**config.mk**
```make
export PLATFORM = sky130hd
export DESIGN_NAME = shared_resource_semaphore
export DESIGN_NICKNAME = d
export VERILOG_FILES = /design/src/sem_pkg.sv /design/src/wait_watchdog.sv /design/src/shared_resource_semaphore.sv
export VERILOG_INCLUDE_DIRS = /design/src
export SDC_FILE = /design/constraint.sdc
export NUM_CORES = 1
export LEC_CHECK = 0
export ABC_AREA = 1
export CORE_MARGIN = 5
export CORE_UTILIZATION = 49
export CTS_CLUSTER_SIZE = 40
export DETAILED_ROUTE_END_ITERATION = 8
export DONT_BUFFER_PORTS = 1
export SETUP_SLACK_MARGIN = 0.1
export SYNTH_ARGS = -nofsm -noshare
export SYNTH_HDL_FRONTEND = slang
export SYNTH_SLANG_ARGS = --single-unit
```
**constraint.sdc**
```tcl
create_clock -name clock -period 3.8 [get_ports clock]
set_input_delay 0.38 -clock clock [delete_from_list [all_inputs] [get_ports clock]]
set_output_delay 0.38 -clock clock [all_outputs]
set_load 0.05 [all_outputs]
```
**src/sem_consts.svh**
```systemverilog
`ifndef SEM_CONSTS_SVH
`define SEM_CONSTS_SVH
// Register byte addresses
`define ADDR_EXT_CONFIG_CONTROL   12'h0000
`define ADDR_FW_SEMAPHORE_REG     12'h0004
`define ADDR_FEATURE_EXT_CONFIG   12'h0008
`define ADDR_STATUS               12'h000C
// Field positions in ext_config_control
`define BIT_HW_WAIT_WDOG_ENABLE   3
`define BIT_SW_FLAG               5
`define BIT_HW_PHY_OWNER          6
// Field positions in fw_semaphore_register
`define BIT_FW_FLAG               0
`define BIT_SW_PHY_RESET_PERMIT   1
`define BIT_SW_PHY_INIT_PERMIT    2
// Field position in feature_ext_config
`define BIT_FEATURE_WDOG_ENABLE   10
// Field positions in status
`define BIT_STAT_HW_WAIT          0
`define BIT_STAT_SW_PEND          1
`define BIT_STAT_FW_PEND          2
`define BIT_STAT_RR_FW            3
// Watchdog timing
`define WDOG_TIME_MS              100
`define CLOCK_MHZ                 100
`define WDOG_CYCLES               (`WDOG_TIME_MS * 1000 * `CLOCK_MHZ)
`define WDOG_WIDTH                24
`define ZERO32                    32'h0000_0000
`endif

```
**src/sem_pkg.sv**
```systemverilog
package sem_pkg;
  typedef enum logic [1:0] {
    OWN_NONE = 2'b00,
    OWN_HW   = 2'b01,
    OWN_SW   = 2'b10,
    OWN_FW   = 2'b11
  } owner_type;

  typedef struct packed {
    logic sw_req;
    logic fw_req;
    logic hw_req;
  } request_type;

  typedef enum logic [1:0] {
    HW_IDLE = 2'b00,
    HW_WAIT = 2'b01,
    HW_BUSY = 2'b10
  } hw_state_type;
endpackage

```
**src/wait_watchdog.sv**
```systemverilog
`timescale 1ns/1ps
`include "sem_consts.svh"
module wait_watchdog #(
  parameter int unsigned LIMIT = `WDOG_CYCLES
) (
  input  wire logic clock,
  input  wire logic rst,
  input  wire logic run,
  output logic      expired
);
  logic [`WDOG_WIDTH-1:0] count_reg;

  // Counter idles at zero whenever not waiting
  always_ff @(posedge clock or posedge rst) begin
    if (rst) begin
      count_reg <= '0;
    end else if (!run) begin
      count_reg <= '0;
    end else if (count_reg < LIMIT[`WDOG_WIDTH-1:0]) begin
      count_reg <= count_reg + 1'b1;
    end
  end

  // Fires once the wait has run past the limit
  always_ff @(posedge clock or posedge rst) begin
    if (rst) begin
      expired <= 1'b0;
    end else begin
      expired <= run && (count_reg >= LIMIT[`WDOG_WIDTH-1:0]);
    end
  end
endmodule // wait_watchdog

```
**src/shared_resource_semaphore.sv**
```systemverilog
// Functional notes
// [RULE1] Hardware engine requests ownership, waits for grant before PHY access.
// [RULE2] Hardware grant only while software and firmware flags are clear.
// [RULE3] Hardware ownership clears as soon as its PHY accesses finish.
// [RULE4] Early variant: enabled watchdog ignores other flags after 100 ms wait.
// [RULE5] Later variant: feature bit 10 watchdog clears other flags after 100 ms.
// [RULE6] After hardware finishes, pending requests get granted, one owner only.
// [RULE7] Software flag reads set only when hardware and firmware flags clear.
// [RULE8] Software waits for grant before shared writes, clears when done.
// [RULE9] Firmware flag granted only when hardware and software flags clear.
// [RULE10] Firmware clears reset permit, may set init permit, clears flag when done.
// [RULE11] Arbitration happens only while nobody holds ownership.
// [RULE12] Hardware engine always wins simultaneous requests.
// [RULE13] Software and firmware alternate round-robin on simultaneous requests.
// [RULE14] Flags are advisory; register writes are never blocked by them.
// [RULE15] Firmware may watch for violations and reset the device.
// [RULE16] Software watches hardware and firmware flags for status.
// [RULE17] Clients take the semaphore before writing shared control registers.
// [RULE18] Reset clears all flags, idles watchdog, pointer starts at software.
`timescale 1ns/1ps
`include "sem_consts.svh"
module shared_resource_semaphore #(
  parameter int unsigned WDOG_CYCLES = `WDOG_CYCLES
) (
  input  wire logic        clock,
  input  wire logic        rst,
  input  wire logic        psel,
  input  wire logic        penable,
  input  wire logic        pwrite,
  input  wire logic [11:0] paddr,
  input  wire logic [31:0] pwdata,
  output logic      [31:0] prdata,
  output logic             pready,
  output logic             pslverr,
  input  wire logic        hw_claim,
  input  wire logic        hw_done,
  output logic             hw_phy_grant,
  output logic             sw_owns,
  output logic             fw_owns
);
  logic                  hw_phy_owner_flag;
  logic                  sw_request_grant_flag;
  logic                  fw_request_grant_flag;
  logic                  sw_req_reg;
  logic                  fw_req_reg;
  logic                  hw_wait_watchdog_enable;
  logic                  wdog_feature_enable;
  logic                  sw_phy_reset_permit;
  logic                  sw_phy_init_permit;
  logic                  rr_fw_next_reg;
  logic                  wd_expired;
  logic                  wd_run;
  logic                  bus_write;
  logic                  bus_read;
  logic                  addr_ok;
  logic [31:0]           rdata_next;
  sem_pkg::hw_state_type hw_state_reg;
  sem_pkg::request_type  req;
  logic                  none_owned;
  logic                  grant_hw;
  logic                  grant_sw;
  logic                  grant_fw;
  logic                  wd_force;

  // Zero-wait APB: access phase completes in its first cycle
  assign bus_write = psel && penable && pwrite;
  assign bus_read  = psel && penable && !pwrite;
  assign addr_ok = (paddr == `ADDR_EXT_CONFIG_CONTROL) || (paddr == `ADDR_FW_SEMAPHORE_REG) ||
                   (paddr == `ADDR_FEATURE_EXT_CONFIG) || (paddr == `ADDR_STATUS);

  assign req.hw_req = (hw_state_reg == sem_pkg::HW_WAIT);
  assign req.sw_req = sw_req_reg;
  assign req.fw_req = fw_req_reg;
  assign none_owned = !hw_phy_owner_flag && !sw_request_grant_flag && !fw_request_grant_flag;
  assign wd_run = req.hw_req && (hw_wait_watchdog_enable || wdog_feature_enable);
  // Watchdog overrides the held flags for the hardware engine
  assign wd_force = wd_expired && req.hw_req; // [RULE4] [RULE5]

  // Grant only while idle; hardware first, then round-robin
  always_comb begin
    grant_hw = 1'b0;
    grant_sw = 1'b0;
    grant_fw = 1'b0;
    if (none_owned) begin // [RULE11]
      if (req.hw_req) begin
        grant_hw = 1'b1; // [RULE12] [RULE2]
      end else if (req.sw_req && req.fw_req) begin
        grant_fw = rr_fw_next_reg; // [RULE13]
        grant_sw = !rr_fw_next_reg;
      end else if (req.sw_req) begin
        grant_sw = 1'b1; // [RULE7]
      end else if (req.fw_req) begin
        grant_fw = 1'b1; // [RULE9]
      end
    end
  end

  wait_watchdog #(
    .LIMIT (WDOG_CYCLES)
  ) u_wait_watchdog (
    .clock   (clock),
    .rst     (rst),
    .run     (wd_run),
    .expired (wd_expired)
  );

  // Hardware engine sequencing
  always_ff @(posedge clock or posedge rst) begin
    if (rst) begin
      hw_state_reg <= sem_pkg::HW_IDLE; // [RULE18]
    end else begin
      case (hw_state_reg)
        sem_pkg::HW_IDLE: begin
          if (hw_claim) begin
            hw_state_reg <= sem_pkg::HW_WAIT; // [RULE1]
          end
        end
        sem_pkg::HW_WAIT: begin
          if (grant_hw || wd_force) begin
            hw_state_reg <= sem_pkg::HW_BUSY;
          end
        end
        sem_pkg::HW_BUSY: begin
          if (hw_done) begin
            hw_state_reg <= sem_pkg::HW_IDLE; // [RULE3]
          end
        end
        default: begin
          hw_state_reg <= sem_pkg::HW_IDLE;
        end
      endcase
    end
  end

  // Hardware ownership flag follows the engine
  always_ff @(posedge clock or posedge rst) begin
    if (rst) begin
      hw_phy_owner_flag <= 1'b0;
    end else if (hw_state_reg == sem_pkg::HW_BUSY && hw_done) begin
      hw_phy_owner_flag <= 1'b0; // [RULE3]
    end else if (grant_hw || wd_force) begin
      hw_phy_owner_flag <= 1'b1; // [RULE1]
    end
  end

  // Software request and grant; software write of zero releases
  always_ff @(posedge clock or posedge rst) begin
    if (rst) begin
      sw_req_reg            <= 1'b0;
      sw_request_grant_flag <= 1'b0;
    end else if (wd_force && wdog_feature_enable) begin
      sw_req_reg            <= 1'b0; // [RULE5]
      sw_request_grant_flag <= 1'b0;
    end else if (bus_write && paddr == `ADDR_EXT_CONFIG_CONTROL) begin
      sw_req_reg            <= pwdata[`BIT_SW_FLAG];
      sw_request_grant_flag <= sw_request_grant_flag && pwdata[`BIT_SW_FLAG];
    end else if (grant_sw) begin
      sw_request_grant_flag <= 1'b1; // [RULE6] [RULE7]
    end
  end

  // Firmware request and grant
  always_ff @(posedge clock or posedge rst) begin
    if (rst) begin
      fw_req_reg            <= 1'b0;
      fw_request_grant_flag <= 1'b0;
    end else if (wd_force && wdog_feature_enable) begin
      fw_req_reg            <= 1'b0; // [RULE5]
      fw_request_grant_flag <= 1'b0;
    end else if (bus_write && paddr == `ADDR_FW_SEMAPHORE_REG) begin
      fw_req_reg            <= pwdata[`BIT_FW_FLAG];
      fw_request_grant_flag <= fw_request_grant_flag && pwdata[`BIT_FW_FLAG];
    end else if (grant_fw) begin
      fw_request_grant_flag <= 1'b1; // [RULE6] [RULE9]
    end
  end

  // Round-robin pointer moves away from the winner after each software or firmware grant
  always_ff @(posedge clock or posedge rst) begin
    if (rst) begin
      rr_fw_next_reg <= 1'b0; // [RULE18]
    end else if (grant_sw || grant_fw) begin
      rr_fw_next_reg <= grant_sw; // [RULE13]
    end
  end

  // Plain control bits; never gated by the flags
  always_ff @(posedge clock or posedge rst) begin
    if (rst) begin
      hw_wait_watchdog_enable <= 1'b0;
      wdog_feature_enable     <= 1'b0;
      sw_phy_reset_permit     <= 1'b0;
      sw_phy_init_permit      <= 1'b0;
    end else if (bus_write) begin // [RULE14]
      if (paddr == `ADDR_EXT_CONFIG_CONTROL) begin
        hw_wait_watchdog_enable <= pwdata[`BIT_HW_WAIT_WDOG_ENABLE];
      end else if (paddr == `ADDR_FW_SEMAPHORE_REG) begin
        sw_phy_reset_permit <= pwdata[`BIT_SW_PHY_RESET_PERMIT];
        sw_phy_init_permit  <= pwdata[`BIT_SW_PHY_INIT_PERMIT];
      end else if (paddr == `ADDR_FEATURE_EXT_CONFIG) begin
        wdog_feature_enable <= pwdata[`BIT_FEATURE_WDOG_ENABLE];
      end
    end
  end

  // Read mux
  always_comb begin
    rdata_next = `ZERO32;
    if (paddr == `ADDR_EXT_CONFIG_CONTROL) begin
      rdata_next[`BIT_HW_WAIT_WDOG_ENABLE] = hw_wait_watchdog_enable;
      rdata_next[`BIT_SW_FLAG]             = sw_request_grant_flag;
      rdata_next[`BIT_HW_PHY_OWNER]        = hw_phy_owner_flag;
    end else if (paddr == `ADDR_FW_SEMAPHORE_REG) begin
      rdata_next[`BIT_FW_FLAG]             = fw_request_grant_flag;
      rdata_next[`BIT_SW_PHY_RESET_PERMIT] = sw_phy_reset_permit;
      rdata_next[`BIT_SW_PHY_INIT_PERMIT]  = sw_phy_init_permit;
    end else if (paddr == `ADDR_FEATURE_EXT_CONFIG) begin
      rdata_next[`BIT_FEATURE_WDOG_ENABLE] = wdog_feature_enable;
    end else if (paddr == `ADDR_STATUS) begin
      // Software and firmware request bits stay set while granted; the hardware bit drops on grant
      rdata_next[`BIT_STAT_HW_WAIT] = req.hw_req;
      rdata_next[`BIT_STAT_SW_PEND] = sw_req_reg;
      rdata_next[`BIT_STAT_FW_PEND] = fw_req_reg;
      rdata_next[`BIT_STAT_RR_FW]   = rr_fw_next_reg;
    end
  end

  // Registered bus answers, one cycle per access phase
  always_ff @(posedge clock or posedge rst) begin
    if (rst) begin
      prdata  <= `ZERO32;
      pready  <= 1'b0;
      pslverr <= 1'b0;
    end else begin
      pready  <= psel && !penable;
      pslverr <= psel && !penable && !addr_ok;
      prdata  <= (psel && !penable && !pwrite) ? rdata_next : `ZERO32;
    end
  end

  // Owner outputs for the engine and status pins
  always_ff @(posedge clock or posedge rst) begin
    if (rst) begin
      hw_phy_grant <= 1'b0;
      sw_owns      <= 1'b0;
      fw_owns      <= 1'b0;
    end else begin
      hw_phy_grant <= hw_phy_owner_flag && hw_state_reg == sem_pkg::HW_BUSY && !hw_done; // [RULE1]
      sw_owns      <= sw_request_grant_flag;
      fw_owns      <= fw_request_grant_flag;
    end
  end
endmodule // shared_resource_semaphore

```
==> results list, run 1 <==
* Outcome: completed
* Clk Latency, worst-skew pair: 0.30 ns
- Overall die height: ~90 um
- Of the post-synthesis cell area, the dominant cell type holds 0.414.
- The worst register-to-register path begins at u_wait_watchdog.count_reg[8].
* Deepest level of the CTS H-tree: 2
* Most used standard cell by instance count after synthesis: nand2_1
- Summed over all failing endpoints, the final setup total negative slack is 0 ns.
- In the final routed layout, each cell accounts on average for 12.8 um.
* Floorplan Core Area: about 6000 um2
* Cell depth of the worst min-delay path: 1
- Crit path launch type: flip-flop
- The die is 87.8 um wide.
* Final critical-path required period: 1.77 ns
* Max FO, Critical Path: 25
- The clock passes through at most 2 buffers.
* Prevailing post-synth register cell: dfrtp_1
* Distinct cells, synth: 33
- For this run, the top clock speed supported by timing is 0.564 GHz.
- STA puts the critical path data arrival time at 2.01 ns.
- Core occupancy in the finished layout: 0.513
- Ranked by total cell area, the synthesized netlist is headed by dfrtp_1 41%, nand2_1 14%, nand3_1 6.8%.
- Post-Syn Area: 2970 um2
- Max Cap Viol: 0
* Worst hold start: penable
- In the synthesized netlist, the cells that appear most often are 113 x nand2_1, 49 x dfrtp_1, 49 x nor2_1.
- Placer congestion estimate: 0.849
* Post-synth EDFFs: 0
* Number of cells traversed by the worst register-to-register path: 9
* Reg2reg setup slack: 2.03 ns
* Post-detailed-route DRC marker count: 0
- Final Max Slew Viols: 0
- Hold WC Path Type: input pin to flip-flop
- The first global-routing pass estimated 10,600 um of wire.
* Number of global-route vias before repair: 2,376
* Buffers added on ports: 0
- Maximum number of pins on one net before global-route repair: 50
- The routed layout has approximately 2,400 vias.
- In this run the tightest slew margin relative to its limit is 0.336.
- Transition at the pin with the smallest max-transition slack: around 0.99 ns
* Clock Sinks: 49
- Share of the yosys chip area belonging to registers: 0.414
- DRC violation total after the first TritonRoute iteration: between 100 and 150
- Area growth, synth to finish: 1.86%
- Final net count: approximately 450
* Post-detailed-routing wire length: just over 6000 um
- Setup Viol. Count Final: 0
* Worst Setup End Kind: flip-flop
- Combined global-route utilization of all metal layers: 0.173
* Period Utilization, post-route: 0.467
- Avg Inst Size Synth: between 7 and 8 um2
- Minimum setup slack after placement: approximately 1.9 ns
* Length of the first detailed-routing pass in iterations: 4
* Post-CTS setup-driven buffer insertion count: 0
- Setup repair after global routing left no endpoint under its margin.
- The setup path with the least slack is of type flip-flop to flip-flop.
- Root Driver: clkbuf_8
- Seq cells post-synth: 49
- Number of CTS-inserted buffers: 5
- Of the cells placed in the final design, the portion with a size suffix greater than 1 is 0.0448.
* Reg-to-Reg End: u_wait_watchdog.count_reg[1]
- Summed over all cells, the static leakage comes to between 1.5 and 2 nW.
* Clk pin slew, worst setup/hold paths: 0.09 ns
* Count of synthesis-stage warnings from yosys: 0
- The count of nets left with antenna violations once routing finished came out at 0.
- Initial antenna violation count: 0
- Site row count: 28
* Top-level port count: between 80 and 90
* Via count normalized by instance count: ~4.9
* Overall overflow remaining after global route: 0
- After layout, the worst setup slack is 2.03 ns.
* Total of hold buffers inserted after clock tree synthesis: 0
- The repair_antennas step left the layout with diodes totalling 0.
- The worst-case IR drop observed on VDD is around 0.29 mV.
* Cell type with the highest aggregate area in the netlist: dfrtp_1
* Worst clock skew: ~0.0094 ns
- Req. time, crit path: 4.04 ns
- Die area: 7710 um2
- Dpl hpwl: about 4400 um
- Gates resized during post-CTS repair numbered 0.
* Max FFs per register: 24
* Initial Utilization: 0.504
* Synthesized netlist cell count: 402
- The count of endpoints failing hold in the final timing report is 0.
- Counting flops with an async set or reset pin after synthesis yields a share of 1.00.
* Endpoint of the worst hold-timing path: pready
* Clock tree from TritonCTS: done
* Power Dens Cells: between 400 and 500 nW/um2
==> worst max path at each step <==
stage                                              from                            end  slack [ns]  cells after the start
after floorplan                                     rst                        fw_owns        2.25                      1
after global placement                        paddr[11]            sw_phy_reset_permit        1.95                      7
after detailed placement                      paddr[11]             sw_phy_init_permit        1.90                      7
after CTS                  u_wait_watchdog.count_reg[8]   u_wait_watchdog.count_reg[1]        2.01                      9
after global routing      u_wait_watchdog.count_reg[15]  u_wait_watchdog.count_reg[17]        1.82                      9
final                      u_wait_watchdog.count_reg[8]   u_wait_watchdog.count_reg[1]        2.03                      9
==> per-stage QoR <==
step | power, W | hold slack (ns) | cell area, um2 | instances
2_1_floorplan | 0.000893 | 0.396 | 3060 | 426
3_3_place_gp | 0.000919 | 0.456 | 2900 | 469
3_5_place_dp | 0.000925 | 0.446 | 2900 | 469
4_1_cts | 0.00131 | 0.155 | 3020 | 477
5_1_grt | 0.00138 | 0.155 | 3020 | 477
6_report | 0.00129 | 0.166 | 3020 | 477
==> final cells by class <==
| cell class | instances | area (um2) |
|---|---|---|
| clock buffers | 7 | 86.3 |
| well taps | 75 | 93.8 |
| flip-flops and latches | 49 | 1230 |
| multi-input cells | 298 | 1410 |
| clock inverters | 1 | 30.0 |
| inverters | 47 | 176 |
| fillers | 577 | 2870 |
==> critical path, cell delays in order (launching register included) <==
cell and delay, ns:
dfrtp_1 0.47, nand3_1 0.13, nand2_1 0.06, nand2_1 0.05, nand2_1 0.05, nand2_1 0.10, nand3_4 0.30, nor2_8 0.37
nand2_1 0.09, nand2_1 0.08
==> report_power, final <==
| group | internal, W | switching, W |
|---|---|---|
| Sequential | 0.000551 | 0.0000367 |
| Clock | 0.000215 | 0.000171 |
| Combinational | 0.0000602 | 0.000260 |
| Total | 0.000826 | 0.000468 |
==> routing by layer <==
metal | vias to the layer above | track usage | share of wire | wire (um)
li1 | 1215 | - | - | -
met1 | 1103 | 0.203 | 0.45 | 2740
met2 | 33 | 0.313 | 0.50 | 3060
met3 | 9 | 0.0405 | 0.034 | 209
met4 | 0 | 0.0488 | 0.013 | 81
met5 | - | 0 | 0 | 0
==> placed cells by master, fill, tap and decap left out, types with 2 or more instances in the layout <==
cell type and instances:
nand3b_1 4, o21ai_0 9, conb_1 25, o21bai_1 2
xor2_1 8, ha_1 2, o22ai_1 2, xnor2_1 4
nand4_1 9, nand3_1 40, nor3_1 9, clkbuf_8 6
nor2_1 49, nor2_2 2, inv_1 44, or2_0 2
inv_2 3, a21oi_1 9, nand2_1 113, dfrtp_1 49
==> cell families (layout without fill, tap and decap cells) <==
group,count (synthesis),in the layout,share of synthesized area
AOI/OAI and AO/OA,27,27,0.0540
xor gates and xnor gates,12,12,0.0354
DFF,49,49,0.414
and+or+nand+nor,232,232,0.345
adders and majority gates,2,2,0.00844
buffers and inverters,79,55,0.142
other,1,25,0.00126
(Power assumes the default switching activity.)
==> inputs of run 2 (changes only) <==
- clock period: 3.8 -> 1.8 ns (I/O delays scaled with it)
==> run 2 against run 1 <==
  * Non-clock buffer count is 12 higher
  * Clock skew hardly changed
  * Hold slack worse by 0.14 ns
  * Setup slack worse by 1.8 ns
  * Clock power is 110% higher
  * Sequential power is 110% higher
  * Critical path depth is 2 lower
  * Global-route usage hardly changed
  * Die area stayed put
  * Routed wire length is 5.5% higher
  * Critical path type unchanged
==> results list, run 2 (synthesis results as in run 1) <==
* Total via count in the routed design: ~2,400
- First-pass GRT wire length: between 10,000 and 15,000 um
* Slowest cell on the critical path: dfrtp_1
* Number of global-route vias before repair: 2,317
* Die span in x: just under 90 um
* Most Frequent Cell on Critical Path: nand2_1
- After routing the design area is approximately 3200 um2.
- At the later pin of the worst-skew pair, clock insertion delay measures just over 0.3 ns.
* Floorplan Core Area: around 5900 um2
* Dpl hpwl: ~4600 um
- Of the cells placed in the final design, the portion with a size suffix greater than 1 is 0.0889.
- Entering global routing, the biggest net connects 31 pins.
* Combined global-route utilization of all metal layers: 0.173
- For this block, the routed nets add up to 6430 um of wire.
* Overall die height: between 80 and 90 um
- Data arrives at the worst endpoint at 1.84 ns.
* Number of CTS-inserted buffers: 5
- The worst-case IR drop observed on VDD is ~0.74 mV.
- Based on the critical path, the design can be clocked at up to around 0.63 GHz.
- After floorplanning, the core was divided into 28 placement rows.
* Leakage power: about 1.7 nW
- Hold WC Path Type: input pin to flip-flop
* Area growth, synth to finish: 7.64%
* Overall overflow remaining after global route: 0
- Setup violations remaining at the end of the flow were counted as 0.
- At the worst endpoint, the required time is ~2 ns.
* Clock tree from TritonCTS: done
* Length of the first detailed-routing pass in iterations: 4
- For this run, the post-layout net count is roughly 470.
* Maximum clock insertion buffer count: 2
* Deepest level of the CTS H-tree: 2
- Top library cells by usage in the layout, fill and taps aside: 111 x nand2_1, 49 x dfrtp_1, 46 x nor2_1
- In the routed design, unresolved DRC markers number 0.
- In this run, the number of DRC markers left after iteration 0 of detailed routing was 88.
- CP max stage delay: between 0.4 and 0.5 ns
- Routability-driven placement finished with a final weighted congestion of 0.852.
- For the final routed database, the setup TNS stands at 0 ns.
- Final Max Slew Viols: 0
- Setup repair after global routing could not meet its margin everywhere.
* Period Utilization, post-route: 0.888
* Via count normalized by instance count: approximately 5
- In this run the remaining antenna-violating nets after routing total 0.
- The tree built by TritonCTS fans out to ~50 sinks.
- The clock arrives with between 0.008 and 0.009 ns of skew.
* Die area: around 7700 um2
* Antenna fix cells: 0
- Initial Utilization: 0.504
- Outcome: completed
* Worst Setup End Kind: flip-flop
- Number of endpoints with negative hold slack in the final report: 0
- Initial antenna violation count: 0
- The tool flagged a number of max-cap violations equal to 0.
* Max FFs per register: 24
- Number of filler cells placed in the layout: about 580
* Avg WL per Cell: 13.1 um
* Crit path launch type: flip-flop
- Buffers added on ports: 0
- Subtracting the final worst setup slack from the clock period gives 1.60 ns.
- Root Driver: clkbuf_8
- The signal on the critical path passes through nor2_2 > nand2_1 > a21oi_2 > nand3_2 > nor2_8 > nand2_1 > nand2_1.
* Max FO, Critical Path: 10
- Clock-pin slew was measured on the worst setup and hold paths at 0.09 ns.
- Placed cell area: approximately 3000 um2
* Critical Setup Path Class: flip-flop to flip-flop
* Top-level port count: between 80 and 90
- In this run the power density over the cells is around 900 nW/um2.
- The library cell used most frequently in the layout, excluding fill and tap cells, is nand2_1.
run 2: changes by cell type in the layout (fill, tap and decap cells not counted), sizes merged:
cell | before | now
nand3 | 42 | 43
buf | 0 | 10
nor2 | 53 | 54
clkbuf | 7 | 6
clkinvlp | 0 | 1
dlygate4sd3 | 0 | 2
run 2: cell type report:
class                           count  area (um2)  area share
Multi-Input combinational cell    300        1450       0.455
Tap cell                           75        93.8      0.0294
Clock buffer                        6        82.6      0.0259
Clock inverter                      2        37.5      0.0118
Sequential cell                    49        1230       0.384
Timing Repair Buffer               12         124      0.0388
Inverter                           47         176      0.0553
run 2: path summary, 6_finish.rpt:
check,start,to,slack [ns],cells after the start
max reg2reg,u_wait_watchdog.count_reg[16],u_wait_watchdog.count_reg[2],0.20,7
max in group asynchronous,rst,u_wait_watchdog.count_reg[3],0.94,3
min in group asynchronous,rst,u_wait_watchdog.count_reg[5],0.34,2
min,psel,pready,0.03,2
min reg2reg,fw_request_grant_flag,fw_owns,0.46,0
max,u_wait_watchdog.count_reg[16],u_wait_watchdog.count_reg[2],0.20,7
run 2: timing repair:
action / in CTS / in global routing
endpoints found under the setup margin: 0 / 23
buffers inserted: 0 / 4
hold buffers: 2 / 0
endpoints found under the hold margin: 20 / 0
resized for setup: 0 / 8
run 2: critical path, delay by kind of cell (launching register included):
family	cells	cell delay (ns)
simple gates	6	0.83
flops	1	0.45
compound gates	1	0.25
run 2: power breakdown:
part / leakage (nW) / switching [W] / internal (W)
clock network: 0.0574 / 0.000365 / 0.000452
logic: 0.932 / 0.000605 / 0.000217
registers: 0.668 / 0.0000751 / 0.00116
total: 1.66 / 0.00105 / 0.00183
run 2: metrics by stage:
step	cells	utilization	hold slack, ns	total power [W]	worst slack [ns]
after floorplan	426	-	0.268	0.00189	0.410
after global placement	475	0.505	0.106	0.00204	0.167
after detailed placement	475	0.505	0.113	0.00205	0.160
after CTS	485	0.529	0.00781	0.00289	0.152
after global routing	491	0.542	0.0162	0.00306	0.0951
final	491	0.542	0.0258	0.00288	0.202
run 2: routing by layer:
metal  vias to the layer above  GRT usage  wire (um)
li1                       1253          -          -
met5                         -          0          0
met2                        43      0.299       3230
met4                         0     0.0586        113
met3                        10     0.0395        257
met1                      1116      0.213       2830
==> inputs of run 3 (changes only) <==
- CAP_MARGIN: unset -> 10
- CTS_BUF_LIST: unset -> sky130_fd_sc_hd__clkbuf_4 sky130_fd_sc_hd__clkbuf_8 sky130_fd_sc_hd__clkbuf_16
- RECOVER_POWER: unset -> 50
==> run 3 against run 2 <==
  * Final cell count did not move
  * Critical path depth did not move
  * Non-clock buffer count unchanged
  * Core utilization fell by 0.28 points
  * Sequential power about the same
  * Clock skew increased by 0.0029 ns
  * Register-to-register slack barely moved
  * Sequential cell count stayed put
==> results list, run 3 (synthesis results as in run 1) <==
* Peak VDD IR: roughly 0.74 mV
- First-pass GRT wire length: roughly 11,000 um
* Most common cell after layout, fill and taps aside: nand2_1
* Top-level port count: roughly 90
* Minimum setup slack after placement: between 0.15 and 0.2 ns
- Remaining antenna violation count: 0
- Startpoint of the most critical register-to-register path: u_wait_watchdog.count_reg[16]
* Placer congestion estimate: between 0.8 and 0.9
- Final non-filler cell area: around 3200 um2
- Power spread over the standard cell area amounts to about 910 nW/um2.
* Site row count: 28
- Total Power: ~0.0029 W
* Antenna fix cells: 0
- The endpoint identified for the worst register-to-register timing path is u_wait_watchdog.count_reg[2].
* Reg2reg setup slack: between 0.2 and 0.25 ns
- Post-detailed-route DRC marker count: 0
- Worst clock skew: between 0.01 and 0.015 ns
- Clk pin slew, worst setup/hold paths: 0.09 ns
- Clock Sinks: ~50
- Outcome: completed
- After global routing, the most crowded layer is met2.
- Setup repair after global routing could not meet its margin everywhere.
- The filler cells instantiated in the layout total around 580.
* Buffers added on ports: 0
- For this run, global-route usage on met1 was measured as 0.213.
- Net switching power: ~0.0011 W
* Final critical-path required period: 1.59 ns
* Overall overflow remaining after global route: 0
- In this run the worst hold path is classified as input pin to flip-flop.
- STA classifies the critical path startpoint as a flip-flop.
- Placed cell area: ~3000 um2
- Top library cells by usage in the layout, fill and taps aside: 111 x nand2_1, 49 x dfrtp_1, 46 x nor2_1
- Req. time, crit path: approximately 2.0 ns
- Post-Route Setup TNS: 0 ns
- Area growth, synth to finish: 7.09%
- Entering global routing, the biggest net connects 31 pins.
* Critical Setup Path Class: flip-flop to flip-flop
* Maximum clock insertion buffer count: 2
- Summed over all layers, the routed wires come to 6460 um.
- Total via count in the routed design: 2,432
* Die span in x: 87.8 um
- The initial utilization of the core area, before any placement, comes to 0.504.
* Deepest level of the CTS H-tree: 2
- The root buffer cell chosen for the clock tree is clkbuf_8.
* Avg WL per Cell: roughly 13 um
- Met3 Track Usage GR: 0.0395
- Sequential group share of total power: 0.430
- Least setup slack across all paths after layout: 0.205 ns
- Maximum clock frequency: between 0.6 and 0.7 GHz
* Final net count: 468
* Floorplan Core Area: a little under 6000 um2
- Max Cap Viol: 0
- Headroom to the max-slew limit came out at 0.480.
* Power Internal: 0.00183 W
- Leakage power: approximately 1.6 nW
- Overall die height: a little under 90 um
- The worst register-to-register path has a depth of 7.
* Non-filler cells, final: 491
* Placed instance count: ~480
- Initial antenna violation count: 0
- Max FO, Critical Path: 10
- Data on the critical path arrives at its endpoint at roughly 1.8 ns.
- Dividing the detail-routed via count by the number of cells gives 4.95.
* Capture point of the critical path: u_wait_watchdog.count_reg[2]
* Share of total power in combinational logic: 0.284
- Length of the first detailed-routing pass in iterations: 4
* Clock tree from TritonCTS: done
* Die area: 7710 um2
- For met2 alone, demand over resource in global routing was 0.299.
- Number of CTS-inserted buffers: 5
- The max-slew violation count is 0.
* Combined global-route utilization of all metal layers: 0.173
- For the pin with the worst max-slew slack, the measured transition is roughly 0.8 ns.
- Clk Latency, worst-skew pair: 0.31 ns
- STA classifies the critical path endpoint as a flip-flop.
- The share of total power dissipated in the clock network is 0.286.
* Proportion of total power due to net switching: 0.365
* Max FFs per register: 24
* Dpl hpwl: 4610 um
* Number of endpoints with negative hold slack in the final report: 0
- Fraction of final layout cells sized beyond drive strength 1: 0.0841
- Setup Viol. Count Final: 0
* Period Utilization, post-route: 0.886
- Tracing the worst setup path back leads to its startpoint at u_wait_watchdog.count_reg[16].
- The number of global-route vias before repair is between 2,000 and 2,500.
* DRC violation total after the first TritonRoute iteration: 97
## run 3: timing repair
action                                 CTS  global route
hold buffers                             2             0
resized for setup                        0             8
setup endpoints to repair                0            23
buffers inserted                         0             4
endpoints found under the hold margin   20             0
## run 3: per-layer routing
metal / vias to the layer above / wire, um
li1: 1253 / -
met1: 1117 / 2850
met2: 52 / 3200
met3: 10 / 286
met4: 0 / 116
met5: - / 0
## run 3: metrics by stage
step / hold slack [ns] / util
after floorplan: 0.268 / -
after global placement: 0.106 / 0.505
after detailed placement: 0.113 / 0.505
after CTS: 0.00781 / 0.529
after global routing: 0.0162 / 0.540
final: 0.0236 / 0.540
## run 3: layout make-up
class | instances | area [um2] | area share
Inverter | 47 | 176 | 0.0556
Sequential cell | 49 | 1230 | 0.386
Timing Repair Buffer | 12 | 108 | 0.0339
Multi-Input combinational cell | 300 | 1450 | 0.457
Tap cell | 75 | 93.8 | 0.0296
Clock buffer | 6 | 82.6 | 0.0260
Clock inverter | 2 | 37.5 | 0.0118
## run 3: worst max-delay path, stage by stage, from the launching register on
cell and delay, ns:
dfrtp_1 0.45, nor2_2 0.12, nand2_1 0.08, a21oi_2 0.25, nand3_2 0.23, nor2_8 0.26, nand2_1 0.08, nand2_1 0.06
## run 3: power groups by stage
stage               clock, W  combinational (W)  sequential, W
detailed placement         0           0.000787        0.00126
finish              0.000825           0.000817        0.00124
global placement           0           0.000781        0.00126
floorplan                  0           0.000634        0.00125
CTS                 0.000855           0.000791        0.00124
global route        0.000905           0.000902        0.00125
## run 3: worst min-delay path by stage
| stage | to | depth (start not counted) | from |
|---|---|---|---|
| 3_5_place_dp | u_wait_watchdog.count_reg[7] | 1 | rst |
| 4_1_cts | hw_state_reg[0] | 1 | hw_claim |
| 2_1_floorplan | pready | 1 | penable |
| 6_report | pready | 2 | psel |
| 5_1_grt | hw_state_reg[0] | 1 | hw_claim |
| 3_3_place_gp | u_wait_watchdog.count_reg[7] | 1 | rst |
